--- config.mk ---
export PLATFORM = sky130hd
export DESIGN_NAME = lics_charge_sequencer
export DESIGN_NICKNAME = d
export VERILOG_FILES = /design/src/rtl/lics_pkg.sv /design/src/rtl/lics_charge_sequencer.sv
export VERILOG_INCLUDE_DIRS = /design/src /design/src/rtl
export SDC_FILE = /design/constraint.sdc
export NUM_CORES = 1
export LEC_CHECK = 0
export CORE_UTILIZATION = 39
export CTS_CLUSTER_DIAMETER = 100
export DETAILED_ROUTE_END_ITERATION = 8
export DONT_BUFFER_PORTS = 1
export PLACE_DENSITY = 0.62
export SLEW_MARGIN = 15
export SYNTH_ARGS = -nofsm -noshare
export SYNTH_HDL_FRONTEND = slang
export SYNTH_SLANG_ARGS = --single-unit
--- constraint.sdc ---
create_clock -name clk_sys_i -period 2.8 [get_ports clk_sys_i]
set_input_delay 0.56 -clock clk_sys_i [delete_from_list [all_inputs] [get_ports clk_sys_i]]
set_output_delay 0.56 -clock clk_sys_i [all_outputs]
set_load 0.01 [all_outputs]
--- src/rtl/lics_defines.svh ---
// Offsets, field positions, reset values and timing counts of the charge sequencer
`ifndef LICS_DEFINES_SVH
`define LICS_DEFINES_SVH

// ----------------------------------------------------------------------
// Register byte offsets
// ----------------------------------------------------------------------
`define LICS_OFS_CTRL        12'h000
`define LICS_OFS_STATUS      12'h004
`define LICS_OFS_TIMER_LO    12'h008
`define LICS_OFS_TIMER_HI    12'h00c

// ----------------------------------------------------------------------
// Control fields and reset values
// ----------------------------------------------------------------------
`define LICS_CUR_LSB         0
`define LICS_EOC_LSB         4
`define LICS_REG_BIT         8
`define LICS_CUR_DEFAULT     4'ha
`define LICS_CUR_MIN         4'h2
`define LICS_CUR_MAX         4'hf
`define LICS_CUR_USB_LOW     4'h2
`define LICS_EOC_DEFAULT     2'h0
`define LICS_EOC_LAST        2'h2
`define LICS_REG_DEFAULT     1'b1

// ----------------------------------------------------------------------
// Timing
// ----------------------------------------------------------------------
`define LICS_CLK_NS          20
`define LICS_CLK_HZ          50000000
`define LICS_SAFETY_DHR      56
`define LICS_SAFETY_CYC      (64'd`LICS_SAFETY_DHR * 64'd360 * 64'd`LICS_CLK_HZ)
`define LICS_GLITCH_NS       50
// A spike just under the window can still land on that many edges, so one more is needed
`define LICS_GLITCH_CYC      ((`LICS_GLITCH_NS + `LICS_CLK_NS - 1) / `LICS_CLK_NS + 1)

`endif

--- src/rtl/lics_pkg.sv ---
// Types shared by the charge sequencer
package lics_pkg;

  // ----------------------------------------------------------------------
  // Sequencer states
  // ----------------------------------------------------------------------
  typedef enum logic [2:0] {
    LICS_IDLE,
    LICS_PREQUAL,
    LICS_CC,
    LICS_CV,
    LICS_MAINT,
    LICS_TIMEOUT,
    LICS_TEMP_HOLD
  } lics_state_t;

  // ----------------------------------------------------------------------
  // Analog comparator and pin levels, all asynchronous to clk_sys_i
  // ----------------------------------------------------------------------
  typedef struct packed {
    logic source_present;
    logic uv_ok;
    logic ov_ok;
    logic adaptor_ok;
    logic above_qual;
    logic at_regulation;
    logic below_eoc;
    logic below_restart;
    logic temp_ok;
    logic mode_adaptor;
    logic current_select_pin;
  } lics_sense_t;

  // ----------------------------------------------------------------------
  // Programmable charge parameters
  // ----------------------------------------------------------------------
  typedef struct packed {
    logic       reg_42v;
    logic [1:0] eoc_sel;
    logic [3:0] cur_code;
  } lics_cfg_t;

  // ----------------------------------------------------------------------
  // Drive commands toward the analog charger
  // ----------------------------------------------------------------------
  typedef struct packed {
    logic       precharge_en;
    logic       fast_en;
    logic       cv_en;
    logic       eoc;
    logic       fault;
    logic       battery_regulation_voltage;
    logic [1:0] eoc_thresh;
    logic [3:0] charge_current_level;
  } lics_drive_t;

endpackage : lics_pkg

--- src/rtl/lics_charge_sequencer.sv ---
// Single-cell lithium-ion charge sequencer with APB control registers
//
// Operation
// - Insertion needs input checks and adaptor-good first
// - Pre-qualification drives reduced safe current, measures battery
// - Above 3.0V go to constant current
// - Adaptor default 500 mA, host reprogrammable
// - USB constant current starts at 100 mA
// - Safety timer starts entering constant current
// - Timer expiry in constant current terminates charge
// - Regulation level reached: switch to constant voltage
// - Current below threshold in CV: end-of-charge
// - Termination threshold 0.1C, 0.15C, 0.2C; default 0.1C
// - Maintenance restarts charge 200 mV below termination
// - Temperature out of range stops charging
// - Parameters take defaults until reprogrammed
// - Adaptor mode ignores current-select pin
// - USB: select high 100 mA, low 500 mA
// - USB reprogramming applies only while select low
// - Serial pins reject glitches below 50 ns
// - Temperature recovery restarts sequence, resets timer
//
// The implementer's own choices: the APB register port and the address map.
`include "lics_defines.svh"

module lics_charge_sequencer
  import lics_pkg::*;
#(
  parameter logic [39:0] SAFETY_CYCLES = 40'(`LICS_SAFETY_CYC),
  parameter int          GLITCH_CYC    = `LICS_GLITCH_CYC
) (
  input  wire logic        clk_sys_i,
  input  wire logic        rst_i,
  // APB slave
  input  wire logic        psel_i,
  input  wire logic        penable_i,
  input  wire logic        pwrite_i,
  input  wire logic [11:0] paddr_i,
  input  wire logic [31:0] pwdata_i,
  input  wire logic [3:0]  pstrb_i,
  output logic      [31:0] prdata_o,
  output logic             pready_o,
  output logic             pslverr_o,
  // Analog side
  input  wire lics_sense_t sense_i,
  output lics_drive_t      drive_o,
  // Serial programming pins, filtered for the serial engine
  input  wire logic        scl_i,
  input  wire logic        sda_i,
  output logic             scl_filt_o,
  output logic             sda_filt_o
);

  // ----------------------------------------------------------------------
  // Input synchronisers
  // ----------------------------------------------------------------------
  localparam int SW = $bits(lics_sense_t);

  logic [SW-1:0] sense_m_q;
  logic [SW-1:0] sense_s_q;
  lics_sense_t   sense;

  // The first stage is read only by the second stage
  always_ff @(posedge clk_sys_i) begin
    if (rst_i) begin
      sense_m_q <= '0;
      sense_s_q <= '0;
    end else begin
      sense_m_q <= sense_i;
      sense_s_q <= sense_m_q;
    end
  end

  assign sense = lics_sense_t'(sense_s_q);

  // ----------------------------------------------------------------------
  // Glitch filters on the serial pins
  // ----------------------------------------------------------------------
  localparam int GW = $clog2(GLITCH_CYC + 1);

  logic [1:0] ser_raw;
  logic [1:0] ser_filt;

  assign ser_raw    = {scl_i, sda_i};
  assign scl_filt_o = ser_filt[1];
  assign sda_filt_o = ser_filt[0];

  generate
    for (genvar g = 0; g < 2; g++) begin : g_filt
      logic          m_q;
      logic          s_q;
      logic          out_q;
      logic [GW-1:0] cnt_q;

      always_ff @(posedge clk_sys_i) begin
        if (rst_i) begin
          m_q <= 1'b1;
          s_q <= 1'b1;
        end else begin
          m_q <= ser_raw[g];
          s_q <= m_q;
        end
      end

      // Output follows only after the new level held for the full window
      always_ff @(posedge clk_sys_i) begin
        if (rst_i) begin
          out_q <= 1'b1;
          cnt_q <= '0;
        end else if (s_q == out_q) begin
          cnt_q <= '0;
        end else if (cnt_q == GW'(GLITCH_CYC - 1)) begin
          out_q <= s_q;
          cnt_q <= '0;
        end else begin
          cnt_q <= cnt_q + GW'(1);
        end
      end

      assign ser_filt[g] = out_q;
    end
  endgenerate

  // ----------------------------------------------------------------------
  // APB decode
  // ----------------------------------------------------------------------
  function automatic logic [2:0] reg_sel(input logic [11:0] addr);
    case (addr)
      `LICS_OFS_CTRL:     reg_sel = 3'h1;
      `LICS_OFS_STATUS:   reg_sel = 3'h2;
      `LICS_OFS_TIMER_LO: reg_sel = 3'h3;
      `LICS_OFS_TIMER_HI: reg_sel = 3'h4;
      default:            reg_sel = 3'h0;
    endcase
  endfunction : reg_sel

  logic setup_ph;
  logic access_ph;
  logic wr_ctrl;

  assign setup_ph  = psel_i && !penable_i;
  assign access_ph = psel_i && penable_i;
  assign wr_ctrl   = access_ph && pwrite_i && (reg_sel(paddr_i) == 3'h1);
  assign pready_o  = 1'b1;
  assign pslverr_o = access_ph && (reg_sel(paddr_i) == 3'h0);

  // ----------------------------------------------------------------------
  // Control register
  // ----------------------------------------------------------------------
  lics_cfg_t  cfg_q;
  logic [3:0] wr_cur;
  logic [1:0] wr_eoc;

  // Current codes below the minimum are clamped to it and eoc codes past the last fall back to the default, so the analog side never sees them
  always_comb begin
    wr_cur = pwdata_i[`LICS_CUR_LSB +: 4];
    if (wr_cur < `LICS_CUR_MIN) begin
      wr_cur = `LICS_CUR_MIN;
    end
    wr_eoc = pwdata_i[`LICS_EOC_LSB +: 2];
    if (wr_eoc > `LICS_EOC_LAST) begin
      wr_eoc = `LICS_EOC_DEFAULT;
    end
  end

  always_ff @(posedge clk_sys_i) begin
    if (rst_i) begin
      cfg_q.cur_code <= `LICS_CUR_DEFAULT;
      cfg_q.eoc_sel  <= `LICS_EOC_DEFAULT;
      cfg_q.reg_42v  <= `LICS_REG_DEFAULT;
    end else if (wr_ctrl) begin
      if (pstrb_i[0]) begin
        cfg_q.cur_code <= wr_cur;
        cfg_q.eoc_sel  <= wr_eoc;
      end
      if (pstrb_i[1]) begin
        cfg_q.reg_42v <= pwdata_i[`LICS_REG_BIT];
      end
    end
  end

  // ----------------------------------------------------------------------
  // Charge current selection
  // ----------------------------------------------------------------------
  logic [3:0] cur_eff;

  // Mode pin is held by the system: low for USB, high for adaptor
  always_comb begin
    if (sense.mode_adaptor) begin
      cur_eff = cfg_q.cur_code;
    end else if (sense.current_select_pin) begin
      cur_eff = `LICS_CUR_USB_LOW;
    end else begin
      cur_eff = cfg_q.cur_code;
    end
  end

  // ----------------------------------------------------------------------
  // Sequencer
  // ----------------------------------------------------------------------
  lics_state_t state_q;
  lics_state_t state_d;
  logic [39:0] timer_q;
  logic        input_good;
  logic        timer_done;
  logic        timeout_flag_q;

  // Source present plus both voltage checks plus adaptor-good
  assign input_good = sense.source_present && sense.uv_ok && sense.ov_ok
                      && sense.adaptor_ok;
  assign timer_done = (timer_q >= SAFETY_CYCLES - 40'h1);

  always_comb begin
    state_d = state_q;
    case (state_q)
      LICS_IDLE: begin
        if (input_good) begin
          state_d = LICS_PREQUAL;
        end
      end
      LICS_PREQUAL: begin
        if (sense.above_qual) begin
          state_d = LICS_CC;
        end
      end
      LICS_CC: begin
        if (timer_done) begin
          state_d = LICS_TIMEOUT;
        end else if (sense.at_regulation) begin
          state_d = LICS_CV;
        end
      end
      LICS_CV: begin
        if (sense.below_eoc) begin
          state_d = LICS_MAINT;
        end
      end
      LICS_MAINT: begin
        if (sense.below_restart) begin
          state_d = LICS_PREQUAL;
        end
      end
      LICS_TIMEOUT: begin
        state_d = LICS_TIMEOUT;
      end
      LICS_TEMP_HOLD: begin
        if (sense.temp_ok) begin
          state_d = LICS_PREQUAL;
        end
      end
      default: begin
        state_d = LICS_IDLE;
      end
    endcase
    // Temperature and input loss override every charging state
    if (state_q != LICS_IDLE && state_q != LICS_TEMP_HOLD && state_q != LICS_TIMEOUT
        && !sense.temp_ok) begin
      state_d = LICS_TEMP_HOLD;
    end
    if (state_q != LICS_IDLE && !input_good) begin
      state_d = LICS_IDLE;
    end
  end

  always_ff @(posedge clk_sys_i) begin
    if (rst_i) begin
      state_q <= LICS_IDLE;
    end else begin
      state_q <= state_d;
    end
  end

  // Timer is zero in every state before constant current, so a restart
  // after temperature recovery always gets the full window
  always_ff @(posedge clk_sys_i) begin
    if (rst_i) begin
      timer_q <= '0;
    end else if (state_q == LICS_CC || state_q == LICS_CV) begin
      if (!timer_done) begin
        timer_q <= timer_q + 40'h1;
      end
    end else begin
      timer_q <= '0;
    end
  end

  // Timeout stays visible until the source goes away
  always_ff @(posedge clk_sys_i) begin
    if (rst_i) begin
      timeout_flag_q <= 1'b0;
    end else if (state_q == LICS_CC && timer_done) begin
      timeout_flag_q <= 1'b1;
    end else if (state_q == LICS_IDLE) begin
      timeout_flag_q <= 1'b0;
    end
  end

  // ----------------------------------------------------------------------
  // Drive outputs
  // ----------------------------------------------------------------------
  always_ff @(posedge clk_sys_i) begin
    if (rst_i) begin
      drive_o <= '0;
    end else begin
      drive_o.precharge_en               <= (state_d == LICS_PREQUAL);
      drive_o.fast_en                    <= (state_d == LICS_CC);
      drive_o.cv_en                      <= (state_d == LICS_CV);
      drive_o.eoc                        <= (state_d == LICS_MAINT);
      drive_o.fault                      <= (state_d == LICS_TIMEOUT)
                                            || (state_d == LICS_TEMP_HOLD);
      drive_o.battery_regulation_voltage <= cfg_q.reg_42v;
      drive_o.eoc_thresh                 <= cfg_q.eoc_sel;
      drive_o.charge_current_level       <= cur_eff;
    end
  end

  // ----------------------------------------------------------------------
  // Read data, captured in the setup phase for a zero-wait access
  // ----------------------------------------------------------------------
  logic [31:0] rd_mux;

  always_comb begin
    rd_mux = '0;
    case (reg_sel(paddr_i))
      3'h1: begin
        rd_mux[`LICS_CUR_LSB +: 4] = cfg_q.cur_code;
        rd_mux[`LICS_EOC_LSB +: 2] = cfg_q.eoc_sel;
        rd_mux[`LICS_REG_BIT]      = cfg_q.reg_42v;
      end
      3'h2: begin
        rd_mux[2:0]  = state_q;
        rd_mux[3]    = timeout_flag_q;
        rd_mux[4]    = sense.temp_ok;
        rd_mux[5]    = sense.mode_adaptor;
        rd_mux[6]    = sense.current_select_pin;
        rd_mux[7]    = input_good;
        rd_mux[11:8] = cur_eff;
      end
      3'h3: begin
        rd_mux = timer_q[31:0];
      end
      3'h4: begin
        rd_mux[7:0] = timer_q[39:32];
      end
      default: begin
        rd_mux = '0;
      end
    endcase
  end

  always_ff @(posedge clk_sys_i) begin
    if (rst_i) begin
      prdata_o <= '0;
    end else if (setup_ph && !pwrite_i) begin
      prdata_o <= rd_mux;
    end
  end

endmodule : lics_charge_sequencer

==> qor.csv, run 1 <==
stage;metric;value;unit
power;p_total;4260;uW
logic_synthesis;synth_ff_type;dfxtp_1;
sta;max_freq;392;MHz
logic_synthesis;avgSynthCellArea;9.05;sq um
logic_synthesis;synth_cell_types;54;
logic_synthesis;synth-edff-count;0;
setup_path;cp-end-kind;flip-flop;
clock_tree;numCtsBuffers;17;
floorplan;num_rows;42;
floorplan;die-area;14300;sq um
sta;setup_viol;0;
floorplan;fp.dieH;120;microns
power;clkPwrFrac;0.550;
floorplan;die_w;120;microns
clock_tree;postCtsSetupBuffers;0;
setup_path;timing.critical_path.from;timer_q[0];
sta;rsz0062_at_grt;no;
place;portBuffers;0;
setup_path;crit_slowest_cell;or4_4;
power;ir_drop;0.000404;V
floorplan;ioPinCount;114;
logic_synthesis;seq_area_frac_synth;0.478;
setup_path;cp_max_fo;7;
logic_synthesis;synth_commonest_cells;dfxtp_1 (129), nor2_1 (98), clkbuf_1 (31);
logic_synthesis;synth_nets;668;
route;drt_iter0_drc;291;
logic_synthesis;synth_top_area_cell;dfxtp_1;
outcome;outcome;finished, final reports clean;
clock_tree;clk_latency;0.41;ns
logic_synthesis;synthArstFlopShare;0;
power;leakage;0.00217;uW
power;p_int;3430;uW
clock_tree;clock_path_buffers;2;
power;power_per_cell_area;687;nW/um^2
route;wirelength;12.2;mm
route;via_count;4251;
clock_tree;htree_levels;4;
grt;grt_pass1_vias;4064;
cells_and_area;antenna_cells;0;
clock_tree;cts_root_buffer;clkbuf_16;
route;met1_length;5.46;mm
sta;relSlewSlack;0.588;
cells_and_area;final_nets;663;
setup_path;path_cells;ha_1, and4_4, and3_4, a211oi_2, o21ai_2, or4_4, or4_1, a21oi_1;
sta;hold_viol_final;0;
logic_synthesis;synth_area;5400;sq um
route;avgViaCountPerCell;5.44;
logic_synthesis;yosysMostFrequentCell;dfxtp_1;
route;drtPass1Iterations;4;
route;wire_per_inst;15.6;microns
flow_run;drv_cap;0;
route;drc;0;
cells_and_area;layout-drive-gt1-share;0.112;
clock_tree;cts_sinks;129;
setup_path;cp_slowest_stage_delay;0.57;ns
grt;antenna_found_initial;0;
logic_synthesis;ys_ff_latch;129;
grt;grt.total_usage;0.178;
logic_synthesis;syn_inst;597;
min_path;worstHoldStart;rst_i;
floorplan;coreArea;13400;sq um
route;wl_met3;677;microns
cells_and_area;area_growth;14.8;%
route;routed.top_layer;met4;
power;p_comb_frac;0.012;
power;power_switching;835;uW
route;antenna_left;0;
clock_tree;cts_tree;done;
logic_synthesis;netlist.area_leader.share;0.478;
sta;post-route-min-period;2.55;ns
setup_path;cp.required;3.13;ns
logic_synthesis;ys_warn_count;0;
place;hpwl;8.46;mm
sta;fin_crit_sh;0.911;
min_path;hp-class;in2reg;
clock_tree;path_clk_slew;0.06;ns
floorplan;initial_core_util;0.403;
grt;grt_overflow;0;
setup_path;path_buf_inv;0;
setup_path;startpoint_type;flip-flop;
cells_and_area;num-fill-cells;1236;
setup_path;cp_top_family;simple AND/OR/NAND/NOR gates;
route;wl_met2;5.89;mm
setup_path;path_class;reg2reg;
logic_synthesis;synth_area_leaders;dfxtp_1 (48%), nor2_1 (6.8%), xor2_1 (4.7%);
grt;grt_max_degree;77;
power;swShare;0.196;
sta;setup_tns;0;ns
clock_tree;cts_hold_buf;0;
grt;grt_pass1_wl;20.0;mm
sta;worstMarginPinSlew;0.617;ns
place;place_congestion;0.836;
setup_path;crit_arrival;2.88;ns
clock_tree;postCtsResizedCells;0;
sta;finClkSkew;0.00608;ns
sta;slew_viol_final;0;
power;seq_power_share;0.438;
setup_path;reg2reg_from;timer_q[0];
logic make-up (layout without fill, tap and decap cells):
logic type / after synthesis / after routing / share of synthesized area
and+or+nand+nor: 277 / 277 / 0.267
DFF: 129 / 129 / 0.478
AOI/OAI and AO/OA: 87 / 87 / 0.105
buffers and inverters: 47 / 55 / 0.0361
xor gates and xnor gates: 38 / 38 / 0.0616
muxes: 13 / 13 / 0.0391
adders and majority gates: 5 / 5 / 0.0116
other: 1 / 1 / 0.000694
placed cells by master, fill, tap and decap left out, drive strengths merged, types with 4 or more instances in the layout:
cell / synthesis / routed
nor3b: 11 / 11
mux4: 6 / 6
buf: 4 / 12
xor2: 29 / 29
dfxtp: 129 / 129
inv: 11 / 13
nor4: 7 / 7
nand3: 26 / 26
a22oi: 25 / 25
bufinv: 0 / 4
or3: 4 / 4
a211oi: 4 / 4
nand2b: 4 / 4
o21ai: 13 / 13
mux2i: 5 / 5
and3: 14 / 14
clkinv: 0 / 4
nand4: 19 / 19
and2: 7 / 7
or2: 4 / 4
nand2: 22 / 22
a21oi: 30 / 30
nor2: 98 / 98
and4: 7 / 7
nor2b: 29 / 29
ha: 5 / 5
xnor2: 9 / 9
clkbuf: 31 / 20
nor3: 18 / 18
metal layers:
| layer | GRT usage | vias to the layer above |
|---|---|---|
| li1 | - | 2092 |
| met1 | 0.208 | 2029 |
| met2 | 0.298 | 119 |
| met3 | 0.0528 | 11 |
| met4 | 0.0859 | 0 |
| met5 | 0 | - |
sequential cells by signal (all words and copies together) (netlist names), 3 cells and up:
signal and flops:
sense_m_q 11, drive_o 12, cfg_q 7, timer_q 40, g_filt.cnt_q 6, sense 11, state_q 3, prdata_o 32
final cells by class:
cell class              count  area [sq um]  share of cell area
multi-input cells         421          2630               0.424
repair buffers             12          90.1              0.0145
clock buffers              20           457              0.0736
well taps                 176           220              0.0355
flip-flops and latches    129          2580               0.416
inverters                  11          41.3             0.00666
clock inverters            12           180              0.0290
power groups by stage:
| stage | Clock, uW | Combinational [uW] | Sequential [uW] |
|---|---|---|---|
| after floorplan | 0 | 62.7 | 1900 |
| after global routing | 2470 | 59.2 | 1870 |
| after CTS | 2390 | 53.4 | 1870 |
| after global placement | 0 | 51.8 | 1910 |
| after detailed placement | 0 | 53.1 | 1910 |
| final | 2340 | 53.0 | 1870 |
metrics by stage:
| step | setup slack, ns | instance area (sq um) | hold slack [ns] | util | instances |
|---|---|---|---|---|---|
| after detailed placement | 0.153 | 5560 | 0.398 | 0.415 | 749 |
| final | 0.250 | 6200 | 0.225 | 0.463 | 781 |
| after global placement | 0.241 | 5560 | 0.393 | 0.415 | 749 |
| after CTS | 0.134 | 6200 | 0.198 | 0.463 | 781 |
| after global routing | 0.103 | 6200 | 0.194 | 0.463 | 781 |
| after floorplan | 0.303 | 5400 | 0.389 | - | 597 |
worst paths after layout:
| kind | endpoint | slack, ns | depth (start not counted) |
|---|---|---|---|
| max | timer_q[27] | 0.25 | 8 |
| min | drive_o[6] | 0.22 | 1 |
| max reg2reg | timer_q[27] | 0.25 | 8 |
| min reg2reg | g_filt[1].s_q | 0.41 | 1 |
Power figures use the tool's default switching activity.
==> run 2, diff against run 1 <==
--- a/config.mk
+++ b/config.mk
@@ -7,6 +7,7 @@
 export NUM_CORES = 1
 export LEC_CHECK = 0
 export CORE_UTILIZATION = 39
+export CTS_BUF_LIST = sky130_fd_sc_hd__clkbuf_4 sky130_fd_sc_hd__clkbuf_8
 export CTS_CLUSTER_DIAMETER = 100
 export DETAILED_ROUTE_END_ITERATION = 8
 export DONT_BUFFER_PORTS = 1
==> run 2 against run 1 <==
Net effect:
- first-iteration DRC count grew 16%
- worst setup slack lost 0.011 ns
- clock power shrank 24%
- design area shrank 3.0%
- via count shrank 0.26%
- final cell count is the same
- die area is the same
- clock-buffer cell count is the same
- clock skew grew 0.0021 ns
- wire length grew 0.69%
- combinational power is essentially flat
==> qor.csv, run 2 (synthesis results as in run 1) <==
stage;metric;value;unit;change
outcome;outcome;finished, final reports clean;;
sta;post-route-min-period;2.56;ns;+0.0112 ns
power;ir_drop;0.000264;V;-35%
clock_tree;cts_tree;done;;
clock_tree;path_clk_slew;0.07;ns;about the same
setup_path;startpoint_type;flip-flop;;
grt;grt_max_degree;77;;unchanged
route;drt_iter0_drc;338;;+16%
cells_and_area;final_nets;663;;unchanged
grt;grt_pass1_vias;4062;;-0.049%
floorplan;fp.dieH;120;microns;unchanged
clock_tree;htree_levels;4;;unchanged
cells_and_area;area_growth;11.4;%;
cells_and_area;largest_reg_flops;40;;unchanged
sta;slew_viol_final;0;;unchanged
sta;finalWorstSetupSlack;0.239;ns;-0.0112 ns
floorplan;coreArea;13400;sq um;unchanged
cells_and_area;antenna_cells;0;;unchanged
clock_tree;clk_latency;0.44;ns;+0.03 ns
floorplan;die-area;14300;sq um;unchanged
cells_and_area;layout_common_cells;dfxtp_1 (129), nor2_1 (98), a21oi_1 (30);;
cells_and_area;stdcell_count;781;;unchanged
setup_path;cp_max_fo;7;;unchanged
route;wirelength;12.3;mm;+0.69%
setup_path;cp-end-kind;flip-flop;;
route;via_count;4240;;-0.26%
cells_and_area;num-fill-cells;1265;;+2.3%
cells_and_area;regArea;2580;sq um;unchanged
min_path;hp-class;in2reg;;
route;drc;0;;unchanged
sta;relSlewSlack;0.594;;+0.00633
sta;fin_crit_sh;0.915;;+0.00401
cells_and_area;top_regs;timer_q (40), prdata_o (32), drive_o (12);;
place;hpwl;8.46;mm;unchanged
cells_and_area;layout-drive-gt1-share;0.114;;+0.00165
floorplan;initial_core_util;0.403;;unchanged
sta;finClkSkew;0.00821;ns;+0.00213 ns
floorplan;ioPinCount;114;;unchanged
cells_and_area;largest_register;timer_q;;
power;leakage;0.00209;uW;-3.9%
route;drtPass1Iterations;5;;+1
cells_and_area;multi_input_area;2630;sq um;unchanged
setup_path;path_class;reg2reg;;
place;portBuffers;0;;unchanged
route;avgViaCountPerCell;5.43;;-0.26%
route;antenna_left;0;;unchanged
cells_and_area;layout_commonest_cell;dfxtp_1;;
floorplan;die_w;120;microns;unchanged
power;power_per_cell_area;612;nW/um^2;-11%
grt;antenna_found_initial;0;;unchanged
clock_tree;numCtsBuffers;17;;unchanged
sta;max_freq;390;MHz;-0.44%
place;place_congestion;0.836;;unchanged
clock_tree;clock_path_buffers;2;;unchanged
setup_path;r2r_setup_slack;0.24;ns;about the same
flow_run;drv_cap;0;;unchanged
sta;worstMarginPinSlew;0.607;ns;-0.00949 ns
grt;grt_overflow;0;;unchanged
clock_tree;cts_sinks;129;;unchanged
setup_path;cp.required;3.17;ns;+0.04 ns
floorplan;num_rows;42;;unchanged
place;post-place-cells;749;;unchanged
sta;hold_viol_final;0;;unchanged
sta;setup_viol;0;;unchanged
power;p_total;3680;uW;-14%
route;wire_per_inst;15.7;microns;+0.69%
place;dp_worst_setup_slack;0.153;ns;unchanged
grt;grt.total_usage;0.176;;-0.00193
sta;rsz0062_at_grt;no;;
sta;setup_tns;0;ns;unchanged
clock_tree;cts_root_buffer;clkbuf_8;;
cells_and_area;final_util;0.449;;-0.0140
setup_path;crit_arrival;2.93;ns;+0.05 ns
grt;grt_pass1_wl;19.9;mm;-0.55%
## run 2: what timing repair did
item | in CTS | in global routing
endpoints found under the hold margin | 0 | 0
setup endpoints to repair | 0 | 1
hold buffers | 0 | 0
gates resized for setup | 0 | 1
buffers inserted | 0 | 0
## run 2: area by class of cell
class,count,area share
timing repair buffer,12,0.0150
sequential,129,0.429
multi-input combinational,421,0.438
clock buffer,20,0.0447
clock inverter,12,0.0300
tap,176,0.0366
inverter,11,0.00686
## run 2: metrics by stage
step	hold WS (ns)	cell area [sq um]
floorplan	0.389	5400
global placement	0.393	5560
detailed placement	0.398	5560
CTS	0.160	6010
global route	0.159	6020
finish	0.191	6020
## run 2: path summary, 6_finish.rpt
path                            depth (start not counted)           from       endpoint
worst max register to register                          8     timer_q[0]    timer_q[27]
worst min register to register                          1  g_filt[1].m_q  g_filt[1].s_q
worst min-delay path                                    1          rst_i       cfg_q[4]
worst max-delay path                                    8     timer_q[0]    timer_q[27]
## run 2: routing by layer
| layer | GRT usage | share of wire |
|---|---|---|
| met1 | 0.206 | 0.44 |
| met5 | 0 | 0 |
| met2 | 0.294 | 0.48 |
| met4 | 0.0852 | 0.015 |
| met3 | 0.0528 | 0.063 |
## run 2: worst max-delay path, cell delays in order (launching register included)
cell and delay [ns]:
dfxtp_1 0.36, ha_1 0.24, and4_4 0.21, and3_4 0.16, a211oi_2 0.27, o21ai_2 0.10
or4_4 0.57, or4_1 0.41, a21oi_1 0.17
## run 2: report_power, final
part           switching, uW  total, uW  leakage (uW)  internal, uW
Sequential              9.25       1860       0.00105          1850
Combinational           25.1       53.0      0.000816          27.9
Clock                    736       1770      0.000223          1030
==> run 3, diff against run 2 <==
--- a/config.mk
+++ b/config.mk
@@ -6,6 +6,7 @@
 export SDC_FILE = /design/constraint.sdc
 export NUM_CORES = 1
 export LEC_CHECK = 0
+export ABC_AREA = 1
 export CORE_UTILIZATION = 39
 export CTS_BUF_LIST = sky130_fd_sc_hd__clkbuf_4 sky130_fd_sc_hd__clkbuf_8
 export CTS_CLUSTER_DIAMETER = 100
==> run 3 against run 2 <==
Net effect:
- wire length rose by 20%
- sequential cell count did not move
- power grew 7.5%
- clock power decreased by 12%
- synthesized cell count is 51% higher
- via count grew 29%
- worst hold slack got worse by 0.016 ns
- worst setup slack gained 0.21 ns
- maximum frequency up 9.0%
- global-route usage up 1.0 points
- clock skew increased by 0.0049 ns
- largest cell class unchanged
- largest power group unchanged
==> qor.csv, run 3 <==
stage;metric;value;unit;change
setup_path;r2r_setup_slack;0.45;ns;+0.21 ns
clock_tree;htree_levels;4;;unchanged
logic_synthesis;synth_ff_type;dfxtp_1;;
cells_and_area;top_regs;timer_q (40), prdata_o (32), drive_o (12);;
flow_run;drv_cap;0;;unchanged
place;dp_worst_setup_slack;0.486;ns;+0.333 ns
route;drt_iter0_drc;337;;-0.30%
place;dpl_cell_area;6370;sq um;+14%
grt;gr-usage-met1;0.245;;+0.0384
logic_synthesis;synthArstFlopShare;0;;unchanged
floorplan;die_w;128;microns;+6.9%
cells_and_area;antenna_cells;0;;unchanged
sta;max_freq;426;MHz;+9.0%
floorplan;ioPinCount;114;;unchanged
clock_tree;path_clk_slew;0.08;ns;about the same
clock_tree;postCtsResizedCells;0;;unchanged
power;ir_drop;0.000293;V;+11%
place;place_congestion;0.906;;+8.3%
power;power_per_cell_area;587;nW/um^2;-4.2%
grt;grt.total_usage;0.187;;+0.0104
cells_and_area;layout_commonest_cell;nand2_1;;
clock_tree;clk_latency;0.46;ns;+0.02 ns
sta;relSlewSlack;0.445;;-0.149
logic_synthesis;seq_area_frac_synth;0.418;;-0.0603
route;drtPass1Iterations;5;;unchanged
clock_tree;cts_sinks;129;;unchanged
sta;fin_crit_sh;0.839;;-0.0756
grt;grt_use_met3;0.0505;;-0.00226
grt;grt_pass1_wl;24.1;mm;+21%
route;avgViaCountPerCell;4.84;;-11%
cells_and_area;stdcell_count;1126;;+44%
sta;hold_viol_final;0;;unchanged
logic_synthesis;syn_inst;901;;+51%
cells_and_area;final_area;6750;sq um;+12%
sta;setup_tns;0;ns;unchanged
clock_tree;cts_hold_buf;0;;unchanged
route;antenna_left;0;;unchanged
setup_path;cp-end-kind;flip-flop;;
min_path;hp-class;in2reg;;
outcome;outcome;finished, final reports clean;;
sta;finalWorstSetupSlack;0.450;ns;+0.212 ns
setup_path;crit_arrival;2.70;ns;-0.23 ns
place;post-place-cells;1094;;+46%
setup_path;startpoint_type;flip-flop;;
sta;rsz0062_at_grt;no;;
logic_synthesis;synth_commonest_cells;nand2_1 (232), nor2_1 (145), dfxtp_1 (129);;
setup_path;cp.required;3.15;ns;-0.02 ns
cells_and_area;layout-drive-gt1-share;0.0940;;-0.0201
grt;antenna_found_initial;0;;unchanged
cells_and_area;area_growth;9.23;%;
logic_synthesis;avgSynthCellArea;6.86;sq um;-24%
place;portBuffers;0;;unchanged
logic_synthesis;ys_ff_latch;129;;unchanged
floorplan;coreArea;15300;sq um;+14%
power;leakage;0.00247;uW;+18%
grt;use_met2;0.299;;+0.00520
sta;setup_viol;0;;unchanged
logic_synthesis;synth_area;6180;sq um;+14%
grt;busiest_layer;met2;;
logic_synthesis;synth_nets;972;;+46%
logic_synthesis;ys_warn_count;0;;unchanged
route;wire_per_inst;13.0;microns;-17%
route;drc;0;;unchanged
cells_and_area;num-fill-cells;1653;;+31%
grt;grt_max_degree;58;;-25%
setup_path;path_cells;ha_1, nand3_2, inv_1, nand2_1, inv_1, nand3_2, nand3_4, buf_4, nor2_1, nand2_1, o21ai_0, nor2_1;;
logic_synthesis;netlist.area_leader.share;0.418;;-0.0603
floorplan;die-area;16400;sq um;+14%
setup_path;path_class;reg2reg;;
sta;slew_viol_final;0;;unchanged
cells_and_area;layout_common_cells;nand2_1 (232), nor2_1 (145), dfxtp_1 (129);;
cells_and_area;final_nets;973;;+47%
power;p_total;3960;uW;+7.5%
clock_tree;cts_tree;done;;
setup_path;cp_slowest_stage_delay;0.36;ns;-0.21 ns
cells_and_area;largest_reg_flops;40;;unchanged
clock_tree;clock_path_buffers;2;;unchanged
floorplan;num_rows;45;;+7.1%
sta;finClkSkew;0.0131;ns;+0.00491 ns
place;hpwl;11.0;mm;+30%
sta;worstMarginPinSlew;0.831;ns;+0.224 ns
setup_path;crit_slowest_cell;dfxtp_1;;
grt;grt_overflow;0;;unchanged
clock_tree;numCtsBuffers;17;;unchanged
logic_synthesis;synth_top_area_cell;dfxtp_1;;
sta;post-route-min-period;2.35;ns;-0.212 ns
logic_synthesis;yosysMostFrequentCell;nand2_1;;
cells_and_area;largest_register;timer_q;;
floorplan;initial_core_util;0.404;;+0.000514
clock_tree;postCtsSetupBuffers;0;;unchanged
route;wirelength;14.7;mm;+20%
logic_synthesis;synth-edff-count;0;;unchanged
route;via_count;5452;;+29%
setup_path;cp_max_fo;18;;+11
logic_synthesis;synth_area_leaders;dfxtp_1 (42%), nand2_1 (14%), nor2_1 (8.8%);;
logic_synthesis;synth_cell_types;48;;-11%
floorplan;fp.dieH;128;microns;+6.9%
clock_tree;cts_root_buffer;clkbuf_8;;
grt;grt_pass1_vias;4968;;+22%
run 3: cell types whose count changed in the layout (fill, tap and decap cells not counted), sizes merged, moves of 7 or more:
cell,change
and4,-7
a21oi,+35
and3,-13
nor2b,-29
nor3b,-9
o211ai,+7
nor2,+57
nand3,+21
a22oi,-25
inv,+94
nor3,+10
o21ai,+31
xor2,-17
nand2,+217
run 3: per-stage QoR:
stage          hold slack (ns)  utilization
3_5_place_dp             0.393        0.416
4_1_cts                  0.142        0.441
5_1_grt                  0.148        0.441
3_3_place_gp             0.391        0.416
2_1_floorplan            0.388            -
6_report                 0.175        0.441
run 3: worst paths after layout:
kind | endpoint | start | depth (start not counted)
hold reg to reg | sense[0] | sense_m_q[0] | 2
hold / removal | state_q[0] | rst_i | 1
setup reg to reg | timer_q[14] | timer_q[0] | 12
setup / recovery | timer_q[14] | timer_q[0] | 12
run 3: logic make-up (layout without fill, tap and decap cells):
logic type               count (synthesis)  count (layout)  synth area share
AND/OR/NAND/NOR                        494             494             0.348
buffers and inverters                  130             144            0.0891
flip-flops                             129             129             0.418
AO/OA/AOI/OAI                          125             125             0.110
XOR/XNOR                                17              17            0.0241
adder cells (fa/ha/maj)                  5               5            0.0101
other                                    1               1          0.000607
run 3: critical path, delay by kind of cell (launching register included):
family,cells,cell delay [ns]
AND/OR/NAND/NOR,7,1.00
buffers and inverters,3,0.41
flip-flops,1,0.36
adder cells (fa/ha/maj),1,0.30
AO/OA/AOI/OAI,1,0.17
run 3: layout make-up:
type                    instances  area (sq um)  area share
clock inverters                15           151      0.0224
inverters                     101           379      0.0562
multi-input cells             642          3060       0.453
flip-flops and latches        129          2580       0.383
repair buffers                 11          82.6      0.0122
well taps                     211           264      0.0391
clock buffers                  17           234      0.0347
run 3: metal layers:
| layer | vias to the layer above | share of wire |
|---|---|---|
| met1 | 2445 | 0.49 |
| met5 | - | 0 |
| met4 | 0 | 0.013 |
| met2 | 110 | 0.44 |
| met3 | 15 | 0.051 |
| li1 | 2882 | - |
run 3: power breakdown:
| part | switching (uW) | internal, uW | leakage (uW) |
|---|---|---|---|
| sequential | 77.9 | 1910 | 0.00105 |
| clock | 820 | 726 | 0.000189 |
| combinational | 304 | 124 | 0.00123 |
